===== src/common/smt_cfg.svh =====
/*
 register offsets, field positions, reset values and timing counts of the
 dual 8-bit timer control block. assumes nothing of its surroundings.
*/
`ifndef SMT_CFG_SVH
`define SMT_CFG_SVH

`define SMT_OFF_CTRL 6'h00
`define SMT_OFF_PINEN 6'h01
`define SMT_OFF_FORCE 6'h02
`define SMT_OFF_SPLIT 6'h03
`define SMT_OFF_CMDCLR 6'h04
`define SMT_OFF_CMDSET 6'h05
`define SMT_OFF_IRQEN 6'h0A
`define SMT_OFF_IRQFL 6'h0B
`define SMT_OFF_DBG 6'h0E
`define SMT_OFF_LOW_HALF_COUNT 6'h20
`define SMT_OFF_HIGH_HALF_COUNT 6'h21
`define SMT_OFF_LTOP 6'h26
`define SMT_OFF_HTOP 6'h27
`define SMT_OFF_LM0 6'h28
`define SMT_OFF_LM1 6'h2A
`define SMT_OFF_LM2 6'h2C
`define SMT_OFF_HM0 6'h29
`define SMT_OFF_HM1 6'h2B
`define SMT_OFF_HM2 6'h2D

`define SMT_BIT_ENABLE 0
`define SMT_POS_PRESC 1
`define SMT_BIT_SPLIT 0
`define SMT_POS_CMD 2
`define SMT_BIT_LOW_UNDERFLOW_FLAG 0
`define SMT_BIT_HIGH_UNDERFLOW_FLAG 1
`define SMT_POS_LMATCH 4

`define SMT_RST_CTRL 8'h00
`define SMT_RST_TOP 8'hFF
`define SMT_RST_MATCH 8'h00
`define SMT_IRQ_MASK 8'h73
`define SMT_PIN_MASK 8'h77
`define SMT_CTRL_MASK 8'h0F

`define SMT_CMD_RESTART 2'h2
`define SMT_CMD_RESET 2'h3
`define SMT_COMMAND_TARGET_BOTH 2'h3

`define SMT_PRESC_MAX 10'h3FF

`endif


===== src/common/smt_pkg.sv =====
/*
 types of the dual 8-bit timer control block.
 needs nothing from smt_cfg.svh; the bus state codes are set here.
*/
package smt_pkg;
   typedef enum logic [1:0] {
      SMT_BUS_IDLE = 2'b00,
      SMT_BUS_ACK = 2'b01,
      SMT_BUS_WAIT = 2'b10
   } smt_bus_e;

   typedef logic [7:0] smt_byte_t;
endpackage


===== src/common/smt_tick_if.sv =====
/*
 interface carrying the prescaler selection and the count tick between the
 control top and the prescaler. single clock domain.
*/
`timescale 1ns/1ps
`default_nettype none
interface smt_tick_if;
   logic run;
   logic restart;
   logic [2:0] sel;
   logic tick;
   modport ctrl (output run, output restart, output sel, input tick);
   modport presc (input run, input restart, input sel, output tick);
endinterface
`default_nettype wire


===== src/verilog/smt_prescaler.sv =====
/*
 prescaler: one-cycle tick at clk divided by 1..1024.
 assumes synchronous active-high reset and the smt_tick_if carrier.
*/
`timescale 1ns/1ps
`default_nettype none
`include "smt_cfg.svh"
module smt_prescaler
   import smt_pkg::*;
(
   input wire logic clk_i,
   input wire logic rst_i,
   smt_tick_if.presc tk
);
   typedef struct packed {
      logic [9:0] cnt;
      logic tick;
   } smt_presc_s;

   smt_presc_s q, d;
   logic [9:0] lim;

   always_comb begin
      case (tk.sel)
         3'h0: lim = 10'h000;
         3'h1: lim = 10'h001;
         3'h2: lim = 10'h003;
         3'h3: lim = 10'h007;
         3'h4: lim = 10'h00F;
         3'h5: lim = 10'h03F;
         3'h6: lim = 10'h0FF;
         default: lim = `SMT_PRESC_MAX;
      endcase
   end

   always_comb begin
      d = q;
      d.tick = 1'b0;
      if (!tk.run || tk.restart) begin
         d.cnt = 10'h000;
      end else if (q.cnt >= lim) begin
         d.cnt = 10'h000;
         d.tick = 1'b1;
      end else begin
         d.cnt = q.cnt + 10'h001;
      end
   end

   always_ff @(posedge clk_i) begin
      if (rst_i) begin
         q <= '0;
      end else begin
         q <= d;
      end
   end

   assign tk.tick = q.tick;
endmodule
`default_nettype wire


===== src/verilog/smt_split_timer.sv =====
/*
 control and register layer of a 16-bit timer run as two 8-bit down
 counters, with classic wishbone register access and one level interrupt.
 assumes a single clock, synchronous active-high reset, byte-wide registers
 at word addresses (byte address = offset * 4), data in bits 7:0.
*/
// How it works
// - prescale code 0..7 divides clock by 1,2,4,8,16,64,256,1024
// - enable bit 0 of control runs the timer; cleared holds it stopped
// - dual select bit splits the timer into low and high 8-bit units
// - split map places low/high count, top and match at byte pairs
// - high channel pin enable lets waveform drive output n+3
// - low channel pin enable lets waveform drive output n
// - stopped timer: high forced value sets output n+3 directly
// - stopped timer: low forced value sets output n directly
// - pad output shows forced value only when its pin enable is set
// - logic-block output ignores pin enables and carries compare output
// - underflow flags set at bottom, stay, clear on written one
// - low match flags set on count equal match, clear on written one
// - command reads zero; restart acts even when enabled, reset ignored when enabled; both halves
// - software count write beats simultaneous count or reload
`timescale 1ns/1ps
`default_nettype none
`include "smt_cfg.svh"
module smt_split_timer
   import smt_pkg::*;
(
   input wire logic clk_i,
   input wire logic rst_i,
   input wire logic wb_cyc_i,
   input wire logic wb_stb_i,
   input wire logic wb_we_i,
   input wire logic [7:0] wb_adr_i,
   input wire logic [3:0] wb_sel_i,
   input wire logic [31:0] wb_dat_i,
   output logic [31:0] wb_dat_o,
   output logic wb_ack_o,
   output logic irq_o,
   output logic [5:0] wave_pad_o,
   output logic [5:0] wave_pad_en_o,
   output logic [5:0] custom_logic_block_o
);
   typedef struct packed {
      smt_bus_e bus;
      logic [31:0] rdat;
      smt_byte_t ctrl;
      smt_byte_t pin_en;
      smt_byte_t forced;
      logic split;
      smt_byte_t irq_en;
      smt_byte_t flags;
      logic run_while_halted;
      smt_byte_t low_half_count;
      smt_byte_t high_half_count;
      smt_byte_t ltop;
      smt_byte_t htop;
      smt_byte_t [2:0] lmatch;
      smt_byte_t [2:0] hmatch;
      logic [5:0] wave;
      logic [5:0] pad;
      logic [5:0] pad_en;
      logic [5:0] clb;
      logic irq;
   } smt_state_s;

   smt_state_s q, d;
   smt_tick_if tk ();

   // strip byte index from a word address
   function automatic logic [5:0] reg_index(input logic [7:0] adr);
      reg_index = adr[7:2];
   endfunction

   // value of one 8-bit counter after a tick: down count, reload at bottom
   function automatic smt_byte_t count_step(input smt_byte_t cnt, input smt_byte_t top);
      count_step = (cnt == 8'h00) ? top : cnt - 8'h01;
   endfunction

   logic wr, rd_ok, enabled, tick;
   logic [5:0] idx;
   logic [7:0] wd;
   logic [1:0] cmd, cmd_tgt;
   logic do_restart, do_reset;
   logic [7:0] fl_set, fl_clr;
   logic [5:0] cmp_out;

   smt_prescaler u_presc (
      .clk_i(clk_i),
      .rst_i(rst_i),
      .tk(tk)
   );

   assign enabled = q.ctrl[`SMT_BIT_ENABLE];
   assign tk.run = enabled;
   assign tk.sel = q.ctrl[`SMT_POS_PRESC +: 3];
   assign tk.restart = do_restart;
   assign tick = tk.tick;

   assign idx = reg_index(wb_adr_i);
   assign wd = wb_dat_i[7:0];
   // a write commits at the edge where ack is seen, while the request still stands
   assign wr = wb_cyc_i && wb_stb_i && wb_we_i && wb_sel_i[0] && q.bus == SMT_BUS_ACK;
   assign rd_ok = wb_cyc_i && wb_stb_i && !wb_we_i && q.bus == SMT_BUS_IDLE;
   assign cmd = wd[`SMT_POS_CMD +: 2];
   assign cmd_tgt = wd[1:0];

   always_comb begin
      do_restart = 1'b0;
      do_reset = 1'b0;
      if (wr && idx == `SMT_OFF_CMDSET && cmd_tgt == `SMT_COMMAND_TARGET_BOTH) begin
         do_restart = cmd == `SMT_CMD_RESTART;
         do_reset = cmd == `SMT_CMD_RESET && !enabled;
      end
   end

   always_comb begin
      fl_set = 8'h00;
      fl_clr = 8'h00;
      if (enabled && tick && q.split) begin
         fl_set[`SMT_BIT_LOW_UNDERFLOW_FLAG] = q.low_half_count == 8'h00;
         fl_set[`SMT_BIT_HIGH_UNDERFLOW_FLAG] = q.high_half_count == 8'h00;
      end
      for (int i = 0; i < 3; i++) begin
         fl_set[`SMT_POS_LMATCH + i] = enabled && q.split && q.low_half_count == q.lmatch[i];
      end
      if (wr && idx == `SMT_OFF_IRQFL) begin
         fl_clr = wd & `SMT_IRQ_MASK;
      end
   end

   // compare output of the waveform generator, frequency style toggle on match
   always_comb begin
      cmp_out = q.wave;
      if (!enabled) begin
         cmp_out = {q.forced[6:4], q.forced[2:0]};
      end
   end

   always_comb begin
      d = q;
      d.bus = SMT_BUS_IDLE;
      // bus: one-cycle ack after request, ack drops the cycle after
      if (q.bus == SMT_BUS_IDLE && wb_cyc_i && wb_stb_i) begin
         d.bus = SMT_BUS_ACK;
      end
      d.rdat = 32'h00000000;
      if (rd_ok) begin
         case (idx)
            `SMT_OFF_CTRL: d.rdat[7:0] = q.ctrl;
            `SMT_OFF_PINEN: d.rdat[7:0] = q.pin_en;
            `SMT_OFF_FORCE: d.rdat[7:0] = q.forced;
            `SMT_OFF_SPLIT: d.rdat[7:0] = {7'h00, q.split};
            `SMT_OFF_CMDCLR: d.rdat[7:0] = 8'h00;
            `SMT_OFF_CMDSET: d.rdat[7:0] = 8'h00;
            `SMT_OFF_IRQEN: d.rdat[7:0] = q.irq_en;
            `SMT_OFF_IRQFL: d.rdat[7:0] = q.flags;
            `SMT_OFF_DBG: d.rdat[7:0] = {7'h00, q.run_while_halted};
            `SMT_OFF_LOW_HALF_COUNT: d.rdat[7:0] = q.low_half_count;
            `SMT_OFF_HIGH_HALF_COUNT: d.rdat[7:0] = q.high_half_count;
            `SMT_OFF_LTOP: d.rdat[7:0] = q.ltop;
            `SMT_OFF_HTOP: d.rdat[7:0] = q.htop;
            `SMT_OFF_LM0: d.rdat[7:0] = q.lmatch[0];
            `SMT_OFF_LM1: d.rdat[7:0] = q.lmatch[1];
            `SMT_OFF_LM2: d.rdat[7:0] = q.lmatch[2];
            `SMT_OFF_HM0: d.rdat[7:0] = q.hmatch[0];
            `SMT_OFF_HM1: d.rdat[7:0] = q.hmatch[1];
            `SMT_OFF_HM2: d.rdat[7:0] = q.hmatch[2];
            default: d.rdat = 32'h00000000;
         endcase
      end

      // counting on the shared tick; both units down count to bottom
      if (enabled && tick && q.split) begin
         d.low_half_count = count_step(q.low_half_count, q.ltop);
         d.high_half_count = count_step(q.high_half_count, q.htop);
         for (int i = 0; i < 3; i++) begin
            if (q.low_half_count == q.lmatch[i]) begin
               d.wave[i] = !q.wave[i];
            end
            if (q.high_half_count == q.hmatch[i]) begin
               d.wave[i + 3] = !q.wave[i + 3];
            end
         end
      end
      if (do_restart) begin
         d.low_half_count = 8'h00;
         d.high_half_count = 8'h00;
         d.wave = 6'h00;
      end
      if (do_reset) begin
         d.low_half_count = 8'h00;
         d.high_half_count = 8'h00;
         d.ltop = `SMT_RST_TOP;
         d.htop = `SMT_RST_TOP;
         d.lmatch = '0;
         d.hmatch = '0;
         d.wave = 6'h00;
         d.forced = `SMT_RST_CTRL;
         d.pin_en = `SMT_RST_CTRL;
      end
      if (!enabled) begin
         d.wave = {q.forced[6:4], q.forced[2:0]};
      end

      d.flags = (q.flags & ~fl_clr) | fl_set;

      if (wr) begin
         case (idx)
            `SMT_OFF_CTRL: d.ctrl = wd & `SMT_CTRL_MASK;
            `SMT_OFF_PINEN: d.pin_en = wd & `SMT_PIN_MASK;
            `SMT_OFF_FORCE: d.forced = wd & `SMT_PIN_MASK;
            `SMT_OFF_SPLIT: d.split = wd[`SMT_BIT_SPLIT];
            `SMT_OFF_IRQEN: d.irq_en = wd & `SMT_IRQ_MASK;
            `SMT_OFF_DBG: d.run_while_halted = wd[0];
            `SMT_OFF_LOW_HALF_COUNT: d.low_half_count = wd;
            `SMT_OFF_HIGH_HALF_COUNT: d.high_half_count = wd;
            `SMT_OFF_LTOP: d.ltop = wd;
            `SMT_OFF_HTOP: d.htop = wd;
            `SMT_OFF_LM0: d.lmatch[0] = wd;
            `SMT_OFF_LM1: d.lmatch[1] = wd;
            `SMT_OFF_LM2: d.lmatch[2] = wd;
            `SMT_OFF_HM0: d.hmatch[0] = wd;
            `SMT_OFF_HM1: d.hmatch[1] = wd;
            `SMT_OFF_HM2: d.hmatch[2] = wd;
            default: d.split = d.split;
         endcase
      end

      // pad: pin enable gates the waveform onto the pad
      d.pad_en = ~{q.pin_en[6:4], q.pin_en[2:0]};
      d.pad = cmp_out & {q.pin_en[6:4], q.pin_en[2:0]};
      d.clb = cmp_out;
      d.irq = |(d.flags & q.irq_en);
   end

   always_ff @(posedge clk_i) begin
      if (rst_i) begin
         q <= '0;
         q.ltop <= `SMT_RST_TOP;
         q.htop <= `SMT_RST_TOP;
         q.pad_en <= 6'h3F;
      end else begin
         q <= d;
      end
   end

   assign wb_ack_o = q.bus == SMT_BUS_ACK;
   assign wb_dat_o = q.rdat;
   assign irq_o = q.irq;
   assign wave_pad_o = q.pad;
   assign wave_pad_en_o = q.pad_en;
   assign custom_logic_block_o = q.clb;
endmodule
`default_nettype wire

===== config.mk =====
export PLATFORM = sky130hd
export DESIGN_NAME = smt_split_timer
export DESIGN_NICKNAME = d
export VERILOG_FILES = /design/src/common/smt_pkg.sv /design/src/common/smt_tick_if.sv /design/src/verilog/smt_prescaler.sv /design/src/verilog/smt_split_timer.sv
export VERILOG_INCLUDE_DIRS = /design/src /design/src/common
export SDC_FILE = /design/constraint.sdc
export NUM_CORES = 1
export LEC_CHECK = 0
export BUFFER_PORTS_ARGS = -buffer_cell sky130_fd_sc_hd__buf_2
export CAP_MARGIN = 20
export CORE_AREA = 8 8 136 138
export CTS_CLUSTER_DIAMETER = 60
export DETAILED_ROUTE_END_ITERATION = 16
export DIE_AREA = 0 0 144 146
export PLACE_DENSITY = 0.8
export SETUP_SLACK_MARGIN = 0.15
export SLEW_MARGIN = 20
export SYNTH_ARGS = -nofsm -noshare
export SYNTH_HDL_FRONTEND = slang
export SYNTH_SLANG_ARGS = --single-unit

===== constraint.sdc =====
create_clock -name clk_i -period 2.25 [get_ports clk_i]
set_clock_uncertainty 0.15 [all_clocks]
set_input_delay 0.225 -clock clk_i [delete_from_list [all_inputs] [get_ports clk_i]]
set_output_delay 0.225 -clock clk_i [all_outputs]
set_load 0.005 [all_outputs]

# == After elaboration in Yosys (flattened, before gate mapping) ==
# Cells that the tools add are included.
# op_classes
add_sub_neg,3
n_mul,0
div,0
order_cmp,1
eq_ne,40
n_shift,0
n_mux,40
n_bitwise,7
n_reduce_logical,46
# op_table
operator,n
$pmux W8 S17,1
$mux W8,14
$mux W86,1
$mux W80,1
$pmux W10 S7,1
$eq A6 B6 Y1 const B,10
$eq A8 B8 Y1,6
$mux W16,3
$ne A4 B1 Y1 const B,7
$mux W25,1
$mux W6,4
$reduce_and A2 Y1,10
$eq A6 B4 Y1 const B,3
$logic_and A1 B1 Y1,18
$logic_not A8 Y1,2
$sub A8 B1 Y8 const B,2
$mux W7,2
$eq A6 B2 Y1 const B,2
$mux W1,11
$add A10 B1 Y10 const B,1
$ge A10 B10 Y1,1
$eq A3 B3 Y1 const B,3
$and A8 B7 Y8,1
$and A8 B8 Y8,1
20 further kinds,31
# word_totals
reg_bits,185
latch_bits,0
ram_bits,0
rom_bits,0
input_bits,49
elab_cells,169
memories,0

# == Depth between registers and ports, before layout ==
# depth
ltp_word,11
ltp_mapped,9
mapped_depth_nobuf,7

# == Modules after synthesis ==
# Synthesis repeated with hierarchy kept, for this count alone.
# unflattened
cells_unflattened,1048
hier_area_um2,8622.0
# by_module_without_submodules
mod,instances,cells_each,area_each_um2,seq_area_each_um2
smt_split_timer,1,971,7892.6,2922.8
smt_prescaler,1,77,729.4,220.2

# == Worst setup path before layout ==
# Ideal clock, no wire load.
# synth_timing
path_type,register to register
start,register q[142] in the netlist's numbering
end,register u_presc.q[10] in the netlist's numbering
setup_time_ps,66
arrival_ps,1937
slack_ps,97
stages_incl_launch_ff,9
n_path_buf,1
period_less_slack_ps,2153
cell_sequence,dfxtp_1 > clkbuf_1 > or3_1 > ha_1 > nand2b_1 > a21o_1 > a211oi_1 > o211ai_2 > nor2_1
# synth_between
elab_chain_len,4
elab_cells_between_ends,10
# synth_lines
item,line_no,rtl
start: declaration,smt_split_timer.sv:66,"smt_state_s q, d;"
$eq A3 B3 Y1 (tied with other cells),smt_prescaler.sv:24,case (tk.sel)
$pmux W10 S7 (*),smt_prescaler.sv:24,
$ge A10 B10 Y1 (*),smt_prescaler.sv:41,end else if (q.cnt >= lim) begin
$reduce_or A3 Y1 (no line) (*),n/a,
end signal: assignment,smt_prescaler.sv:51,q <= '0;
end signal: assignment,smt_prescaler.sv:53,q <= d;
end: declaration,smt_prescaler.sv:20,"smt_presc_s q, d;"
# Every way passes the cells marked *; elsewhere a longest branch is shown, timed or not.
# A chain may end at the register's enable or synchronous reset.

# == Worst setup path after layout ==
# layout_timing
start,register q[141] in the netlist's numbering
end,register u_presc.q[7] in the netlist's numbering
# The elaborated chain is that of the path after synthesis.

==> impl_metrics.tcl <==
set metrics [dict create \
    timing_max_transition_violations_final 0 \
    hold-path-cell-count 3 \
    synthArstFlopShare_pct 0 \
    start_to_end_type_of_the_worst_setup_path "reg2reg" \
    synth-seq-cells 157 \
    tritoncts "built" \
    endpoint_kind "flop" \
    most_frequent_standard_cell_in_the_layout_excluding_fill_and_tap_cells "dfxtp_1" \
    design_power_total_uw 5920 \
    setup_ws_ns -0.0289 \
    clock_insertion_delay_worst_skew_ns 0.43 \
    antenna_found_initial 0 \
    synth_enable_flop_cells 0 \
    initial_core_util_pct 52.1 \
    final_core_util_pct 59.1 \
    rows 47 \
    final_cell_area_um2 9620 \
    numClockSinks 157 \
    grt_setup_unrepaired "true" \
    synthesis.instances 1050 \
    maxCapViolations 0 \
    port_buffers 47 \
    grt_pass1_wl_mm 42.2 \
    root_buffer "clkbuf_16" \
    power_density_nw_per_um2 615 \
    first_global_vias 7583 \
    timing.hold.worst.class "in2reg" \
    crit_path_dat_ns 2.51 \
    dp_cells 1261 \
    synthesis.area_um2 8490 \
    synth_cell_type_count 76 \
    seq_total_area_yosys_pct 37.0 \
    numnets_final 1131 \
    place_congestion 1.01 \
    total_number_of_vias 8161 \
    synth_ff_type "dfxtp_1" \
    pin_count 101 \
    setup.worst_path.start "q[141]" \
    die_w_um 144 \
    drt_pass1_iterations 8 \
    number_of_antenna_cells_inserted 0 \
    cp-endpoint "u_presc.q[7]" \
    layout-area-overhead-vs-synth_pct 13.3 \
    grt_max_degree 61 \
    routed_wl_mm 27.6 \
    detail_route.drc_violations 0 \
    finalCriticalPeriod_ns 2.28 \
    detail_route.wirelength.met1_mm 10.7 \
    setup.reg_to_reg.worst_slack_ns -0.03 \
    worst_r2r_startpoint "q[141]" \
    cts.htree.levels 4 \
    layout.cells.most_common_list "153 x dfxtp_1, 126 x nand2_1, 86 x a21oi_1" \
    worst_r2r_endpoint "u_presc.q[7]" \
    timing.reg2reg.worst_path_depth 8 \
    totalNegativeSetupSlack_ns -0.141 \
    violations "negative setup slack" \
    floorplan.die.height_um 146 \
    leakagePower_uw 0.00344 \
    routed_wire_length_per_instance_um 21.2 \
    syn_area_per_cell_um2 8.09 \
    die_ar_um2 21000 \
    globalRoute.totalOverflow 0 \
    fp.coreArea_um2 16300 \
    final.fill_count 1405 \
    detail_route.vias_per_cell 6.27 \
    critPathMaxFanout 3 \
    place_area_um2 8840 \
    highest-signal-layer "met4" \
    outcome "complete, but fails checks" \
    finalHoldViolCount 0 \
    dp.final_hpwl_mm 18.9 \
    cp-start-kind "flop" \
    drt_iter0_markers 1119 \
    timing.final.crit_share_pct 101 \
    yosys_warnings 0 \
    wl_met2_mm 12.5 \
    cts_made_buffers 17 \
    grt_usage_pct 25.9 \
    relSlewSlack_pct 59.3 \
    drtAntennaViolNets 0 \
    drive_gt1_share_pct 17.9 \
    cts.path.max_buffers 2 \
    worst-slew-pin-transition_ns 0.607 \
    worst_setup_hold_path_clk_slew_ns 0.06 \
    maximum_resistive_drop_on_vdd_uv 525 \
    met3_length_mm 3.16 \
    worst_ep_required_time_ns 2.48 \
    final_cells 1301 \
    report.final.setup_viol 9 \
    fmax_mhz 439 \
]
where the power goes:
| part | switching (uW) | internal (uW) | total [uW] |
|---|---|---|---|
| clock | 1140 | 1770 | 2910 |
| combinational | 163 | 60.8 | 224 |
| sequential | 0.812 | 2780 | 2780 |
| total | 1310 | 4610 | 5920 |
Yosys cell counts, types with 7 or more instances:
cell,number,area (um2)
nand3_1,86,430
buf_2,28,140
o21bai_2,8,90.1
and2_1,18,113
nand2b_1,8,50.1
nand4_1,18,113
and3_1,17,106
nor2_1,61,229
nand2_1,126,473
a22oi_1,36,270
a22o_1,8,70.1
ha_1,14,175
xnor2_1,58,508
buf_4,53,398
a21oi_1,86,430
o21ai_0,20,100
o21bai_1,8,60.1
clkbuf_1,55,206
nor3_1,30,150
dfxtp_1,157,3140
inv_1,14,52.6
mux2i_1,9,90.1
a31oi_1,7,43.8
kinds of logic (layout without fill, tap and decap cells):
group	after synthesis	in the layout	share of synthesized area [%]
muxes	10	10	1.19
and+or+nand+nor	414	414	24.5
AOI/OAI and AO/OA	238	239	19.1
adders and majority gates	14	14	2.06
xor gates and xnor gates	62	62	6.40
other	1	24	0.0442
DFF	157	157	37.0
buffers and inverters	154	161	9.67
metal layers:
metal	global-route usage, %	vias to the layer above
met5	0	-
met4	14.5	0
met3	7.48	104
met2	38.7	486
met1	32.7	3881
li1	-	3690
stage by stage:
step / setup slack [ns] / hold slack [ns]
floorplan: 0.158 / 0.222
global placement: 0.0185 / 0.286
detailed placement: -0.00251 / 0.288
CTS: 0.0805 / 0.00590
global route: -0.141 / 0.0337
finish: -0.0289 / 0.0115
worst max-delay path: stages (launching register included):
cell      delay [ns]
dfxtp_4         0.35
or3_4           0.37
ha_4            0.22
nand2b_4        0.14
a21o_1          0.21
a211oi_4        0.32
o211ai_1        0.18
buf_4           0.20
nor2_2          0.08
registers in the layout, indices dropped and copies added, names as in the netlist:
register              count
custom_logic_block_o      6
enabled                   1
irq_o                     1
q                       118
u_presc.q                10
u_presc.tk.tick           1
wave_pad_en_o             6
wave_pad_o                6
wb_dat_o                  8
worst min path at each step:
stage | start | slack, ns | endpoint
2_1_floorplan | wb_dat_i[5] | 0.22 | q[119]
3_3_place_gp | q[133] | 0.29 | wave_pad_en_o[2]
3_5_place_dp | q[133] | 0.29 | wave_pad_en_o[2]
4_1_cts | wb_stb_i | 0.006 | q[179]
5_1_grt | wb_stb_i | 0.03 | q[179]
6_report | wb_stb_i | 0.01 | q[179]
layout make-up:
| type | count | area [um2] | area share (%) |
|---|---|---|---|
| clock buffers | 22 | 454 | 4.72 |
| clock inverters | 10 | 140 | 1.46 |
| inverters | 14 | 52.6 | 0.546 |
| multi-input cells | 763 | 4750 | 49.4 |
| flip-flops and latches | 157 | 3150 | 32.7 |
| well taps | 220 | 275 | 2.86 |
| repair buffers | 115 | 801 | 8.32 |
timing repair:
action / in CTS / in global routing
setup buffers: 5 / 1
endpoints found under the hold margin: 1 / 0
hold buffers: 1 / 0
gates cloned: 1 / 0
resized for setup: 8 / 22
setup endpoints to repair: 11 / 25
pin swaps: 8 / 7
(Power assumes the default switching activity.)
